### config.mk
export PLATFORM = sky130hd
export DESIGN_NAME = dual_oscillator_clock_switch
export DESIGN_NICKNAME = d
export VERILOG_FILES = /design/src/inc/clk_switch_pkg.sv /design/src/core/osc_sampler.sv /design/src/core/dual_oscillator_clock_switch.sv
export SDC_FILE = /design/constraint.sdc
export NUM_CORES = 1
export LEC_CHECK = 0
export BUFFER_PORTS_ARGS = -buffer_cell sky130_fd_sc_hd__clkbuf_2
export CORE_ASPECT_RATIO = 1.5
export CORE_MARGIN = 2
export CORE_UTILIZATION = 47
export DETAILED_ROUTE_END_ITERATION = 10
export HOLD_SLACK_MARGIN = 0.1
export PLACE_DENSITY = 0.8
export SLEW_MARGIN = 20
export SYNTH_ARGS = -nofsm -noshare
export SYNTH_HDL_FRONTEND = slang
export SYNTH_HIERARCHICAL = 1
export SYNTH_SLANG_ARGS = --single-unit
### constraint.sdc
create_clock -name SYS_CLK_I -period 2.05 [get_ports SYS_CLK_I]
set_input_delay 0.41 -clock SYS_CLK_I [delete_from_list [all_inputs] [get_ports SYS_CLK_I]]
set_output_delay 0.41 -clock SYS_CLK_I [all_outputs]
set_load 0.01 [all_outputs]
### src/inc/clk_switch_pkg.sv
package clk_switch_pkg;

  // Register indices as printed; the APB byte address is four times the index.
  localparam logic [7:0] CLOCK_SOURCE_SELECT_REG_IDX = 8'h85;
  localparam logic [7:0] OSCILLATOR_CONTROL_REG_IDX = 8'h86;
  localparam logic [7:0] CLOCK_CONTROL_REG0_IDX = 8'h8F;
  localparam logic [7:0] SWITCH_STATUS_REG_IDX = 8'h90;
  localparam int APB_ADDR_W = 12;

  // Field positions.
  localparam int CKS_BIT = 0;
  localparam int PRI_EN_BIT = 0;
  localparam int SEC_EN_BIT = 1;
  localparam int SUBCLK_T0_BIT = 2;
  localparam int NO_DIV_BIT = 0;
  localparam int STAT_ACTIVE_BIT = 0;
  localparam int STAT_BUSY_BIT = 1;
  localparam int STAT_IDLE_BIT = 2;
  localparam int STAT_PDOWN_BIT = 3;

  // Reset values of control bits that do not come from a fuse.
  localparam logic SUBCLK_T0_RST = 1'b0;

  // Timing counts, in edges of the oscillator concerned.
  localparam int SWITCH_EDGES = 2;
  localparam int SUBCLK_DIV = 128;
  localparam int SUBCLK_HALF = SUBCLK_DIV / 2;
  localparam int SUBCLK_CNT_W = 6;

  // Source codes: the select bit is 1 for the primary oscillator.
  localparam logic SRC_SECONDARY = 1'b0;
  localparam logic SRC_PRIMARY = 1'b1;

  typedef struct packed {
    logic subclock_timer0_source;
    logic secondary_osc_enable;
    logic primary_osc_enable;
  } osc_ctrl_t;

  typedef struct packed {
    logic level;
    logic rise;
    logic fall;
  } osc_sample_t;

  typedef enum logic [1:0] {
    SW_RUN = 2'b00,
    SW_DROP_OLD = 2'b01,
    SW_TAKE_NEW = 2'b10
  } switch_state_t;

endpackage : clk_switch_pkg

### src/core/osc_sampler.sv
// Samples an asynchronous clock or pin into the system clock domain.
module osc_sampler (
  input wire logic clk_i, // System clock.
  input wire logic rst_i, // Synchronous reset, active high.
  input wire logic async_i, // Asynchronous input.
  output clk_switch_pkg::osc_sample_t smp_o // Filtered level and edges.
);

  logic s1_q;
  logic s2_q;
  logic s3_q;
  logic level_q;

  // The first stage only feeds the second, to keep metastability contained.
  always_ff @(posedge clk_i) begin
    s1_q <= async_i;
    s2_q <= s1_q;
    s3_q <= s2_q;
  end

  // A change counts only once the second and third stages agree.
  always_ff @(posedge clk_i) begin
    if (rst_i) begin
      level_q <= 1'b0;
    end else if (s2_q == s3_q) begin
      level_q <= s3_q;
    end
  end

  always_comb begin
    smp_o.level = level_q;
    smp_o.rise = (s2_q == s3_q) && s3_q && !level_q;
    smp_o.fall = (s2_q == s3_q) && !s3_q && level_q;
  end

endmodule : osc_sampler

### src/core/dual_oscillator_clock_switch.sv
// Functional notes
// - Select 0 picks secondary, 1 picks primary.
// - Reset loads enables and select from fuse.
// - Active oscillator enable cannot be cleared.
// - Select toward disabled oscillator is ignored.
// - Switch completes within two periods each; in divide mode the old source can take three.
// - Exactly one source drives system clock.
// - Enabled oscillators keep running in idle.
// - No source change during idle or power-down; only the start of a switch is blocked, one already under way still completes.
// - Power-down stops all oscillators.
// - Interrupt exit keeps enables and select.
// - Reset ends low power, restores fuse defaults.
// - Timer 0 input: pin or secondary/128.
// - Secondary disabled frees its two pins.
// - Divide by two unless no-divide set.
// - No-divide resets to inverted fuse bit.
// - Both sources share the divide stage.
// - External secondary clock disables amplifier B.
module dual_oscillator_clock_switch (
  input wire logic SYS_CLK_I, // 50 MHz system clock.
  input wire logic SYS_RST_I, // Synchronous reset, active high.
  input wire logic PSEL_I, // APB select.
  input wire logic PENABLE_I, // APB enable.
  input wire logic PWRITE_I, // APB direction, high for write.
  input wire logic [clk_switch_pkg::APB_ADDR_W-1:0] PADDR_I, // APB byte address.
  input wire logic [31:0] PWDATA_I, // APB write data.
  input wire logic [3:0] PSTRB_I, // APB byte strobes.
  output logic [31:0] PRDATA_O, // APB read data.
  output logic PREADY_O, // APB ready.
  output logic PSLVERR_O, // APB error for unmapped address.
  input wire logic OSC_SEL_FUSE_I, // Oscillator select fuse, static.
  input wire logic NO_DIV_FUSE_I, // Divide fuse, static, inverted sense.
  input wire logic SEC_EXT_CLK_I, // Secondary configured as external clock.
  input wire logic IDLE_I, // Idle mode active.
  input wire logic PDOWN_I, // Power-down mode active.
  input wire logic PRI_OSC_I, // Primary oscillator output.
  input wire logic SEC_OSC_I, // Secondary oscillator output.
  input wire logic TIMER0_COUNT_PIN_I, // Timer 0 count pin.
  output logic PRI_OSC_EN_O, // Primary oscillator run enable.
  output logic SEC_OSC_EN_O, // Secondary oscillator run enable.
  output logic SEC_AMP_EN_O, // Amplifier B enable.
  output logic SEC_CLK_IN_FREE_O, // Secondary input pin free as port bit.
  output logic SEC_CLK_OUT_FREE_O, // Secondary output pin free as port bit.
  output logic SYS_CLK_O, // Generated system clock level.
  output logic TIMER0_COUNT_O, // Timer 0 counter input.
  output logic ACTIVE_SRC_O // Source now driving the system clock.
);

  ////////////////////////////////////////////////////////////////////////////
  // Input sampling.

  logic [2:0] raw_in;
  clk_switch_pkg::osc_sample_t smp [3];

  assign raw_in = {TIMER0_COUNT_PIN_I, SEC_OSC_I, PRI_OSC_I};

  generate
    for (genvar g = 0; g < 3; g++) begin : g_smp
      osc_sampler u_smp (
        .clk_i(SYS_CLK_I),
        .rst_i(SYS_RST_I),
        .async_i(raw_in[g]),
        .smp_o(smp[g])
      );
    end
  endgenerate

  ////////////////////////////////////////////////////////////////////////////
  // Control state.

  logic cks_q;
  logic no_div_q;
  clk_switch_pkg::osc_ctrl_t ctrl_q;
  logic active_q;
  clk_switch_pkg::switch_state_t state_q;
  logic [1:0] edge_cnt_q;
  logic sys_clk_q;
  logic low_power;

  // Interrupt exit leaves all control bits untouched; only reset restores them.
  // State held across low power.
  assign low_power = IDLE_I | PDOWN_I;

  ////////////////////////////////////////////////////////////////////////////
  // APB slave.

  logic setup_ok;
  logic access;
  logic wr_en;
  logic [7:0] idx;
  logic mapped;
  logic [31:0] rd_mux;
  logic pready_q;
  logic pslverr_q;
  logic [31:0] prdata_q;

  assign idx = PADDR_I[9:2];
  assign access = PSEL_I & PENABLE_I;
  assign setup_ok = access & !pready_q;
  assign wr_en = access & pready_q & PWRITE_I & !pslverr_q & PSTRB_I[0];

  always_comb begin
    mapped = 1'b1;
    rd_mux = 32'h0000_0000;
    case (idx)
      clk_switch_pkg::CLOCK_SOURCE_SELECT_REG_IDX: begin
        rd_mux[clk_switch_pkg::CKS_BIT] = cks_q;
      end
      clk_switch_pkg::OSCILLATOR_CONTROL_REG_IDX: begin
        rd_mux[clk_switch_pkg::PRI_EN_BIT] = ctrl_q.primary_osc_enable;
        rd_mux[clk_switch_pkg::SEC_EN_BIT] = ctrl_q.secondary_osc_enable;
        rd_mux[clk_switch_pkg::SUBCLK_T0_BIT] = ctrl_q.subclock_timer0_source;
      end
      clk_switch_pkg::CLOCK_CONTROL_REG0_IDX: begin
        rd_mux[clk_switch_pkg::NO_DIV_BIT] = no_div_q;
      end
      clk_switch_pkg::SWITCH_STATUS_REG_IDX: begin
        rd_mux[clk_switch_pkg::STAT_ACTIVE_BIT] = active_q;
        rd_mux[clk_switch_pkg::STAT_BUSY_BIT] = (state_q != clk_switch_pkg::SW_RUN);
        rd_mux[clk_switch_pkg::STAT_IDLE_BIT] = IDLE_I;
        rd_mux[clk_switch_pkg::STAT_PDOWN_BIT] = PDOWN_I;
      end
      default: begin
        mapped = 1'b0;
      end
    endcase
    if (PADDR_I[clk_switch_pkg::APB_ADDR_W-1:10] != '0 || PADDR_I[1:0] != 2'b00) begin
      mapped = 1'b0;
    end
  end

  // One wait state: ready rises in the second access cycle.
  always_ff @(posedge SYS_CLK_I) begin
    if (SYS_RST_I) begin
      pready_q <= 1'b0;
      pslverr_q <= 1'b0;
      prdata_q <= 32'h0000_0000;
    end else begin
      pready_q <= setup_ok;
      pslverr_q <= setup_ok & !mapped;
      if (setup_ok && !PWRITE_I && mapped) begin
        prdata_q <= rd_mux;
      end else if (setup_ok) begin
        prdata_q <= 32'h0000_0000;
      end
    end
  end

  assign PREADY_O = pready_q;
  assign PSLVERR_O = pslverr_q;
  assign PRDATA_O = prdata_q;

  ////////////////////////////////////////////////////////////////////////////
  // Software-visible control bits.

  logic sel_target;
  logic target_enabled;

  assign sel_target = PWDATA_I[clk_switch_pkg::CKS_BIT];
  assign target_enabled = sel_target ? ctrl_q.primary_osc_enable : ctrl_q.secondary_osc_enable;

  always_ff @(posedge SYS_CLK_I) begin
    if (SYS_RST_I) begin
      cks_q <= OSC_SEL_FUSE_I;
    end else if (wr_en && idx == clk_switch_pkg::CLOCK_SOURCE_SELECT_REG_IDX) begin
      if (target_enabled) begin
        cks_q <= sel_target;
      end
    end
  end

  always_ff @(posedge SYS_CLK_I) begin
    if (SYS_RST_I) begin
      ctrl_q.primary_osc_enable <= OSC_SEL_FUSE_I;
      ctrl_q.secondary_osc_enable <= !OSC_SEL_FUSE_I;
      ctrl_q.subclock_timer0_source <= clk_switch_pkg::SUBCLK_T0_RST;
    end else if (wr_en && idx == clk_switch_pkg::OSCILLATOR_CONTROL_REG_IDX) begin
      // Keep active enable set.
      // The source still driving during a switch is protected as well.
      ctrl_q.primary_osc_enable <= PWDATA_I[clk_switch_pkg::PRI_EN_BIT]
        | (cks_q == clk_switch_pkg::SRC_PRIMARY) | (active_q == clk_switch_pkg::SRC_PRIMARY);
      ctrl_q.secondary_osc_enable <= PWDATA_I[clk_switch_pkg::SEC_EN_BIT]
        | (cks_q == clk_switch_pkg::SRC_SECONDARY) | (active_q == clk_switch_pkg::SRC_SECONDARY);
      ctrl_q.subclock_timer0_source <= PWDATA_I[clk_switch_pkg::SUBCLK_T0_BIT];
    end
  end

  always_ff @(posedge SYS_CLK_I) begin
    if (SYS_RST_I) begin
      no_div_q <= !NO_DIV_FUSE_I;
    end else if (wr_en && idx == clk_switch_pkg::CLOCK_CONTROL_REG0_IDX) begin
      no_div_q <= PWDATA_I[clk_switch_pkg::NO_DIV_BIT];
    end
  end

  ////////////////////////////////////////////////////////////////////////////
  // Oscillator enables and pin release.

  always_ff @(posedge SYS_CLK_I) begin
    if (SYS_RST_I) begin
      PRI_OSC_EN_O <= 1'b0;
      SEC_OSC_EN_O <= 1'b0;
    end else begin
      PRI_OSC_EN_O <= ctrl_q.primary_osc_enable & !PDOWN_I;
      SEC_OSC_EN_O <= ctrl_q.secondary_osc_enable & !PDOWN_I;
    end
  end

  always_ff @(posedge SYS_CLK_I) begin
    if (SYS_RST_I) begin
      SEC_AMP_EN_O <= 1'b0;
      SEC_CLK_IN_FREE_O <= 1'b0;
      SEC_CLK_OUT_FREE_O <= 1'b0;
    end else begin
      SEC_AMP_EN_O <= ctrl_q.secondary_osc_enable & !SEC_EXT_CLK_I & !PDOWN_I;
      SEC_CLK_IN_FREE_O <= !ctrl_q.secondary_osc_enable;
      SEC_CLK_OUT_FREE_O <= !ctrl_q.secondary_osc_enable | SEC_EXT_CLK_I;
    end
  end

  ////////////////////////////////////////////////////////////////////////////
  // Source switch.

  clk_switch_pkg::osc_sample_t old_src;
  clk_switch_pkg::osc_sample_t new_src;
  logic div_low_next;

  assign old_src = (active_q == clk_switch_pkg::SRC_PRIMARY) ? smp[0] : smp[1];
  assign new_src = (cks_q == clk_switch_pkg::SRC_PRIMARY) ? smp[0] : smp[1];
  // In divide mode the output only goes low when the divider is already low.
  assign div_low_next = no_div_q | !sys_clk_q;

  // The old source is released at one of its falling edges with the output
  // low, and the new one is taken only at its second rising edge. This costs
  // a few dead periods but never produces a short pulse.
  always_ff @(posedge SYS_CLK_I) begin
    if (SYS_RST_I) begin
      state_q <= clk_switch_pkg::SW_RUN;
      edge_cnt_q <= 2'd0;
      // Active source from fuse.
      // Starting on the fuse source avoids waiting on an oscillator that reset has stopped.
      active_q <= OSC_SEL_FUSE_I;
    end else begin
      case (state_q)
        clk_switch_pkg::SW_RUN: begin
          edge_cnt_q <= 2'd0;
          if (edge_cnt_q == 2'd0 && active_q != cks_q && !low_power) begin
            state_q <= clk_switch_pkg::SW_DROP_OLD;
          end
        end
        clk_switch_pkg::SW_DROP_OLD: begin
          if (old_src.fall) begin
            if (edge_cnt_q != 2'd0 && div_low_next) begin
              state_q <= clk_switch_pkg::SW_TAKE_NEW;
              edge_cnt_q <= 2'd0;
            end else begin
              edge_cnt_q <= 2'd1;
            end
          end
        end
        clk_switch_pkg::SW_TAKE_NEW: begin
          if (new_src.rise) begin
            if (edge_cnt_q == 2'(clk_switch_pkg::SWITCH_EDGES - 1)) begin
              state_q <= clk_switch_pkg::SW_RUN;
              active_q <= cks_q;
              edge_cnt_q <= 2'd0;
            end else begin
              edge_cnt_q <= edge_cnt_q + 2'd1;
            end
          end
        end
        default: begin
          state_q <= clk_switch_pkg::SW_RUN;
          edge_cnt_q <= 2'd0;
        end
      endcase
    end
  end

  // Fuse default applies to the active source through a one-cycle catch-up.
  logic fuse_loaded_q;

  always_ff @(posedge SYS_CLK_I) begin
    if (SYS_RST_I) begin
      fuse_loaded_q <= 1'b0;
    end else begin
      fuse_loaded_q <= 1'b1;
    end
  end

  ////////////////////////////////////////////////////////////////////////////
  // Divide-by-two stage and system clock.

  logic take_edge;

  // Completing a switch is done on a rising edge of the new source.
  assign take_edge = state_q == clk_switch_pkg::SW_TAKE_NEW && new_src.rise
    && edge_cnt_q == 2'(clk_switch_pkg::SWITCH_EDGES - 1);

  always_ff @(posedge SYS_CLK_I) begin
    if (SYS_RST_I) begin
      sys_clk_q <= 1'b0;
    end else if (!fuse_loaded_q) begin
      sys_clk_q <= 1'b0;
    end else if (state_q == clk_switch_pkg::SW_TAKE_NEW) begin
      sys_clk_q <= take_edge;
    end else if (no_div_q) begin
      sys_clk_q <= old_src.level;
    end else if (old_src.rise) begin
      sys_clk_q <= !sys_clk_q;
    end
  end

  assign SYS_CLK_O = sys_clk_q;

  // The active source follows the fuse straight out of reset.
  always_ff @(posedge SYS_CLK_I) begin
    if (SYS_RST_I) begin
      ACTIVE_SRC_O <= 1'b0;
    end else begin
      ACTIVE_SRC_O <= fuse_loaded_q ? active_q : cks_q;
    end
  end

  ////////////////////////////////////////////////////////////////////////////
  // Timer 0 count source.

  logic [clk_switch_pkg::SUBCLK_CNT_W-1:0] sub_cnt_q;
  logic sub_clk_q;

  // Rising edges of the secondary are counted, so the subclock stops with it.
  always_ff @(posedge SYS_CLK_I) begin
    if (SYS_RST_I) begin
      sub_cnt_q <= '0;
      sub_clk_q <= 1'b0;
    end else if (smp[1].rise) begin
      if (sub_cnt_q == clk_switch_pkg::SUBCLK_CNT_W'(clk_switch_pkg::SUBCLK_HALF - 1)) begin
        sub_cnt_q <= '0;
        sub_clk_q <= !sub_clk_q;
      end else begin
        sub_cnt_q <= sub_cnt_q + clk_switch_pkg::SUBCLK_CNT_W'(1);
      end
    end
  end

  always_ff @(posedge SYS_CLK_I) begin
    if (SYS_RST_I) begin
      TIMER0_COUNT_O <= 1'b0;
    end else begin
      TIMER0_COUNT_O <= ctrl_q.subclock_timer0_source ? sub_clk_q : smp[2].level;
    end
  end

endmodule : dual_oscillator_clock_switch

* Yosys cells after proc, flatten, opt, wreduce, memory -nomap -nowiden
Cells that the tools add are included.
** Operators by class
- Add/subtract/negate cells :: 2
- Equality and inequality tests :: 17
- Mux-type cells :: 39
- Bitwise operators :: 21
- Reduce and logical (&&, ||, !) cells :: 57
** Operators with widths (count)
- $eq 8x8->1 const B :: 4
- $reduce_bool 2->1 :: 12
- $mux 2 :: 11
- $mux 1 :: 20
- $logic_and 1x1->1 :: 18
- $logic_not 1->1 :: 16
- $and 1x1->1 :: 11
- $mux 4 :: 2
- $ne 2x2->1 const B :: 4
- $pmux 2 s2 :: 2
- $or 1x1->1 :: 7
- $add 6x1->6 const B :: 1
- $eq 6x6->1 const B :: 1
- $mux 6 :: 1
- $pmux 2 s3 :: 1
- $reduce_and 2->1 :: 3
- $reduce_and 5->1 :: 1
- $eq 2x1->1 const B :: 2
- $logic_not 2->1 :: 2
- $pmux 1 s4 :: 1
- $reduce_or 4->1 :: 1
- $eq 1x1->1 :: 3
- $mux 3 :: 1
- $not 1->1 :: 3
- 8 further kinds :: 8
** Storage, ports and cells
- Register bits after elaboration :: 44
- Output and inout port bits :: 42

* Longest topological paths before layout
- Depth after elaboration :: 8
- Gate-level depth with buffers :: 7
- Gate-level depth less buffers :: 7

* By module
The synthesis kept the hierarchy.
** By module, submodules not included
- dual_oscillator_clock_switch :: instances 1, cells an instance 209, area each 1843.0 sq um
- osc_sampler :: instances 3, cells an instance 13, area each 146.4 sq um

* Least setup slack after synthesis
Ideal clock, no wire load.
- Path kind :: register to register
- Start point :: register g_smp[1].u_smp.s3_q
- End point :: register state_q[0]
- Data arrival time :: 1676 ps
- Setup slack :: 302 ps
- Cell stages (with the launch flop) :: 8
- Buffers on the path :: 1
- Path through :: dfxtp_1 > ha_1 > nor2b_1 > buf_2 > mux2i_1 > a22o_1 > a2111oi_4 > mux2i_1
** RTL lines
- start, declared :: line osc_sampler.sv:11 : logic s3_q;
- start signal, assigned :: line osc_sampler.sv:18 : s3_q <= s2_q;
- end signal, assigned :: line dual_oscillator_clock_switch.sv:238 : state_q <= clk_switch_pkg::SW_RUN;
- end signal, assigned :: line dual_oscillator_clock_switch.sv:248 : state_q <= clk_switch_pkg::SW_DROP_OLD;
- end signal, assigned :: line dual_oscillator_clock_switch.sv:254 : state_q <= clk_switch_pkg::SW_TAKE_NEW;
- end, declared :: line dual_oscillator_clock_switch.sv:75 : clk_switch_pkg::switch_state_t state_q;

==> qor.txt <==
leakage power figure -> 1.128 nW
total track usage -> 17.42%
DR iter-0 viols -> 91
Final Skew -> 0.01012 ns
vias in the first global route -> 1618
post-route minimum period -> 1.845 ns
Sink Count -> 44
crit-path max FO -> 3
Pwr Total -> 1.982 mW
Die H -> 88.88 um
post-CTS resize count -> 0
IO Port Bufs -> 42
Post-Place Cell Area -> 0.002414 mm2
Critical Path Max Stage Delay -> 0.41 ns
maximum VDD drop -> 0.0004593 V
# DRC -> 0
Avg Vias per Cell -> 4.963
largest net degree at the start of global routing -> 18
met1 usage -> 17.66%
status -> finished, final reports clean
Tcrit/Tclk final -> 90.00%
setup TNS -> 0 ns
Setup CP Type -> reg -> reg
clk slew on worst S/H paths -> 0.08 ns
gpl congestion -> 0.9914
iteration count of the initial detailed-routing pass -> 4
worst hold stages -> 1
core area -> 0.004579 mm2
unrepaired setup endpoints after global routing -> false
CP Capture Type -> flip-flop
post-DP HPWL -> 3255 um
synthesis-to-finish area growth -> 11.86%
Mapped Cells -> 245
first-pass GRT wire length -> 6913 um
Antenna Cells -> 0
via count -> 1752
flop-to-flop setup slack -> 0.21 ns
reg2reg path depth -> 6
CTS buffer count -> 5
H-tree depth -> 2
met3 track demand over resource -> 3.947%
worst path cell trace -> ha_1 -> nor2b_1 -> mux2i_1 -> a22o_1 -> a2111oi_4 -> mux2i_1
Setup-failing EPs final -> 0
layout cells sized above 1 -> 21.11%
setup slack after placement -> 0.1988 ns
WL/cell -> 11.82 um
total gr overflow -> 0
Critical Path RT -> 2.28 ns
Post-CTS Setup Inserts -> 0
clock root buffer -> clkbuf_8
leading cell type in the layout, fill and taps excluded -> clkbuf_2
final hold violations -> 0
cell area after layout -> 0.002525 mm2
yosys warns -> 6
CTS tree -> built
max-cap viol count -> 0
slowest CP cell -> a2111oi_4
ANT nets after route -> 0
cts hold-fix bufs -> 0
IO Count -> 103
CTS max path bufs -> 2
Slew Limit Fails -> 0
die width -> 60.59 um
die footprint -> 0.005384 mm2
Worst-Skew Late Latency -> 0.30 ns
cell row count -> 30
Starting Density -> 49.29%
Final #Nets -> 358
setup ws final -> 0.2050 ns
Max Fclk -> 542.0 MHz
routed wire length -> 4172 um
met2 GRT Util -> 31.67%
most frequent cells in the layout -> 42 x clkbuf_2, 39 x dfxtp_1, 28 x conb_1, 24 x nor2_1, 19 x nand2_1
crit path DAT -> 2.07 ns
PD cells -> 784.9 mW/mm2
Startpoint Class -> flip-flop
hold crit path type -> in -> reg
most frequent CP cell -> mux2i_1
Synth Cell Area -> 0.002257 mm2
Min Hold Slack -> 0.2040 ns
initial antenna violation count -> 0
syn avg cell area -> 9.213 um2
Most Crowded Layer GR -> met2
## power breakdown
group | switching, mW | internal (mW) | total, mW
clock network | 0.290 | 0.361 | 0.651
logic | 0.211 | 0.163 | 0.374
registers | 0.0358 | 0.921 | 0.957
total | 0.537 | 1.44 | 1.98
## flip-flops by register name (all words and copies together), names as in the netlist, 2 cells and up
register / count
edge_cnt_q: 2
g_smp.u_smp/s1_q: 3
sub_cnt_q: 6
state_q: 2
g_smp.u_smp/s3_q: 3
ctrl_q: 3
g_smp.u_smp/s2_q: 3
g_smp.u_smp/level_q: 3
PRDATA_O: 4
## final cells by class
class | instances | area [um2]
sequential | 44 | 930.9
clock inverter | 3 | 42.54
multi-input combinational | 177 | 1110
tap | 64 | 80.08
timing repair buffer | 46 | 240.2
inverter | 14 | 52.55
clock buffer | 5 | 68.82
fill | 449 | 2054
## worst paths after layout
kind,from,endpoint
setup / recovery,g_smp[0].u_smp/s2_q,state_q[1]
hold / removal,TIMER0_COUNT_PIN_I,g_smp[2].u_smp/s1_q
setup reg to reg,g_smp[0].u_smp/s2_q,state_q[1]
hold reg to reg,g_smp[1].u_smp/s1_q,g_smp[1].u_smp/s2_q
## routing by layer
layer | wire length [um] | part of all wire, %
met3 | 312 | 7.5
met4 | 123 | 2.9
met1 | 1639 | 39
met2 | 2098 | 50
met5 | 0 | 0
## critical path, delay by kind of cell (launching register included)
| family | cells | cell delay, ns |
|---|---|---|
| compound gates | 2 | 0.72 |
| mux | 2 | 0.37 |
| flops | 1 | 0.36 |
| simple gates | 1 | 0.17 |
| fa+ha+maj | 1 | 0.16 |
## metrics by stage
stage,util [%],cells
3_5_place_dp,52.70,345
5_1_grt,55.14,353
2_1_floorplan,-,272
3_3_place_gp,52.70,345
6_report,55.14,353
4_1_cts,55.14,353
Power figures use the tool's default switching activity.
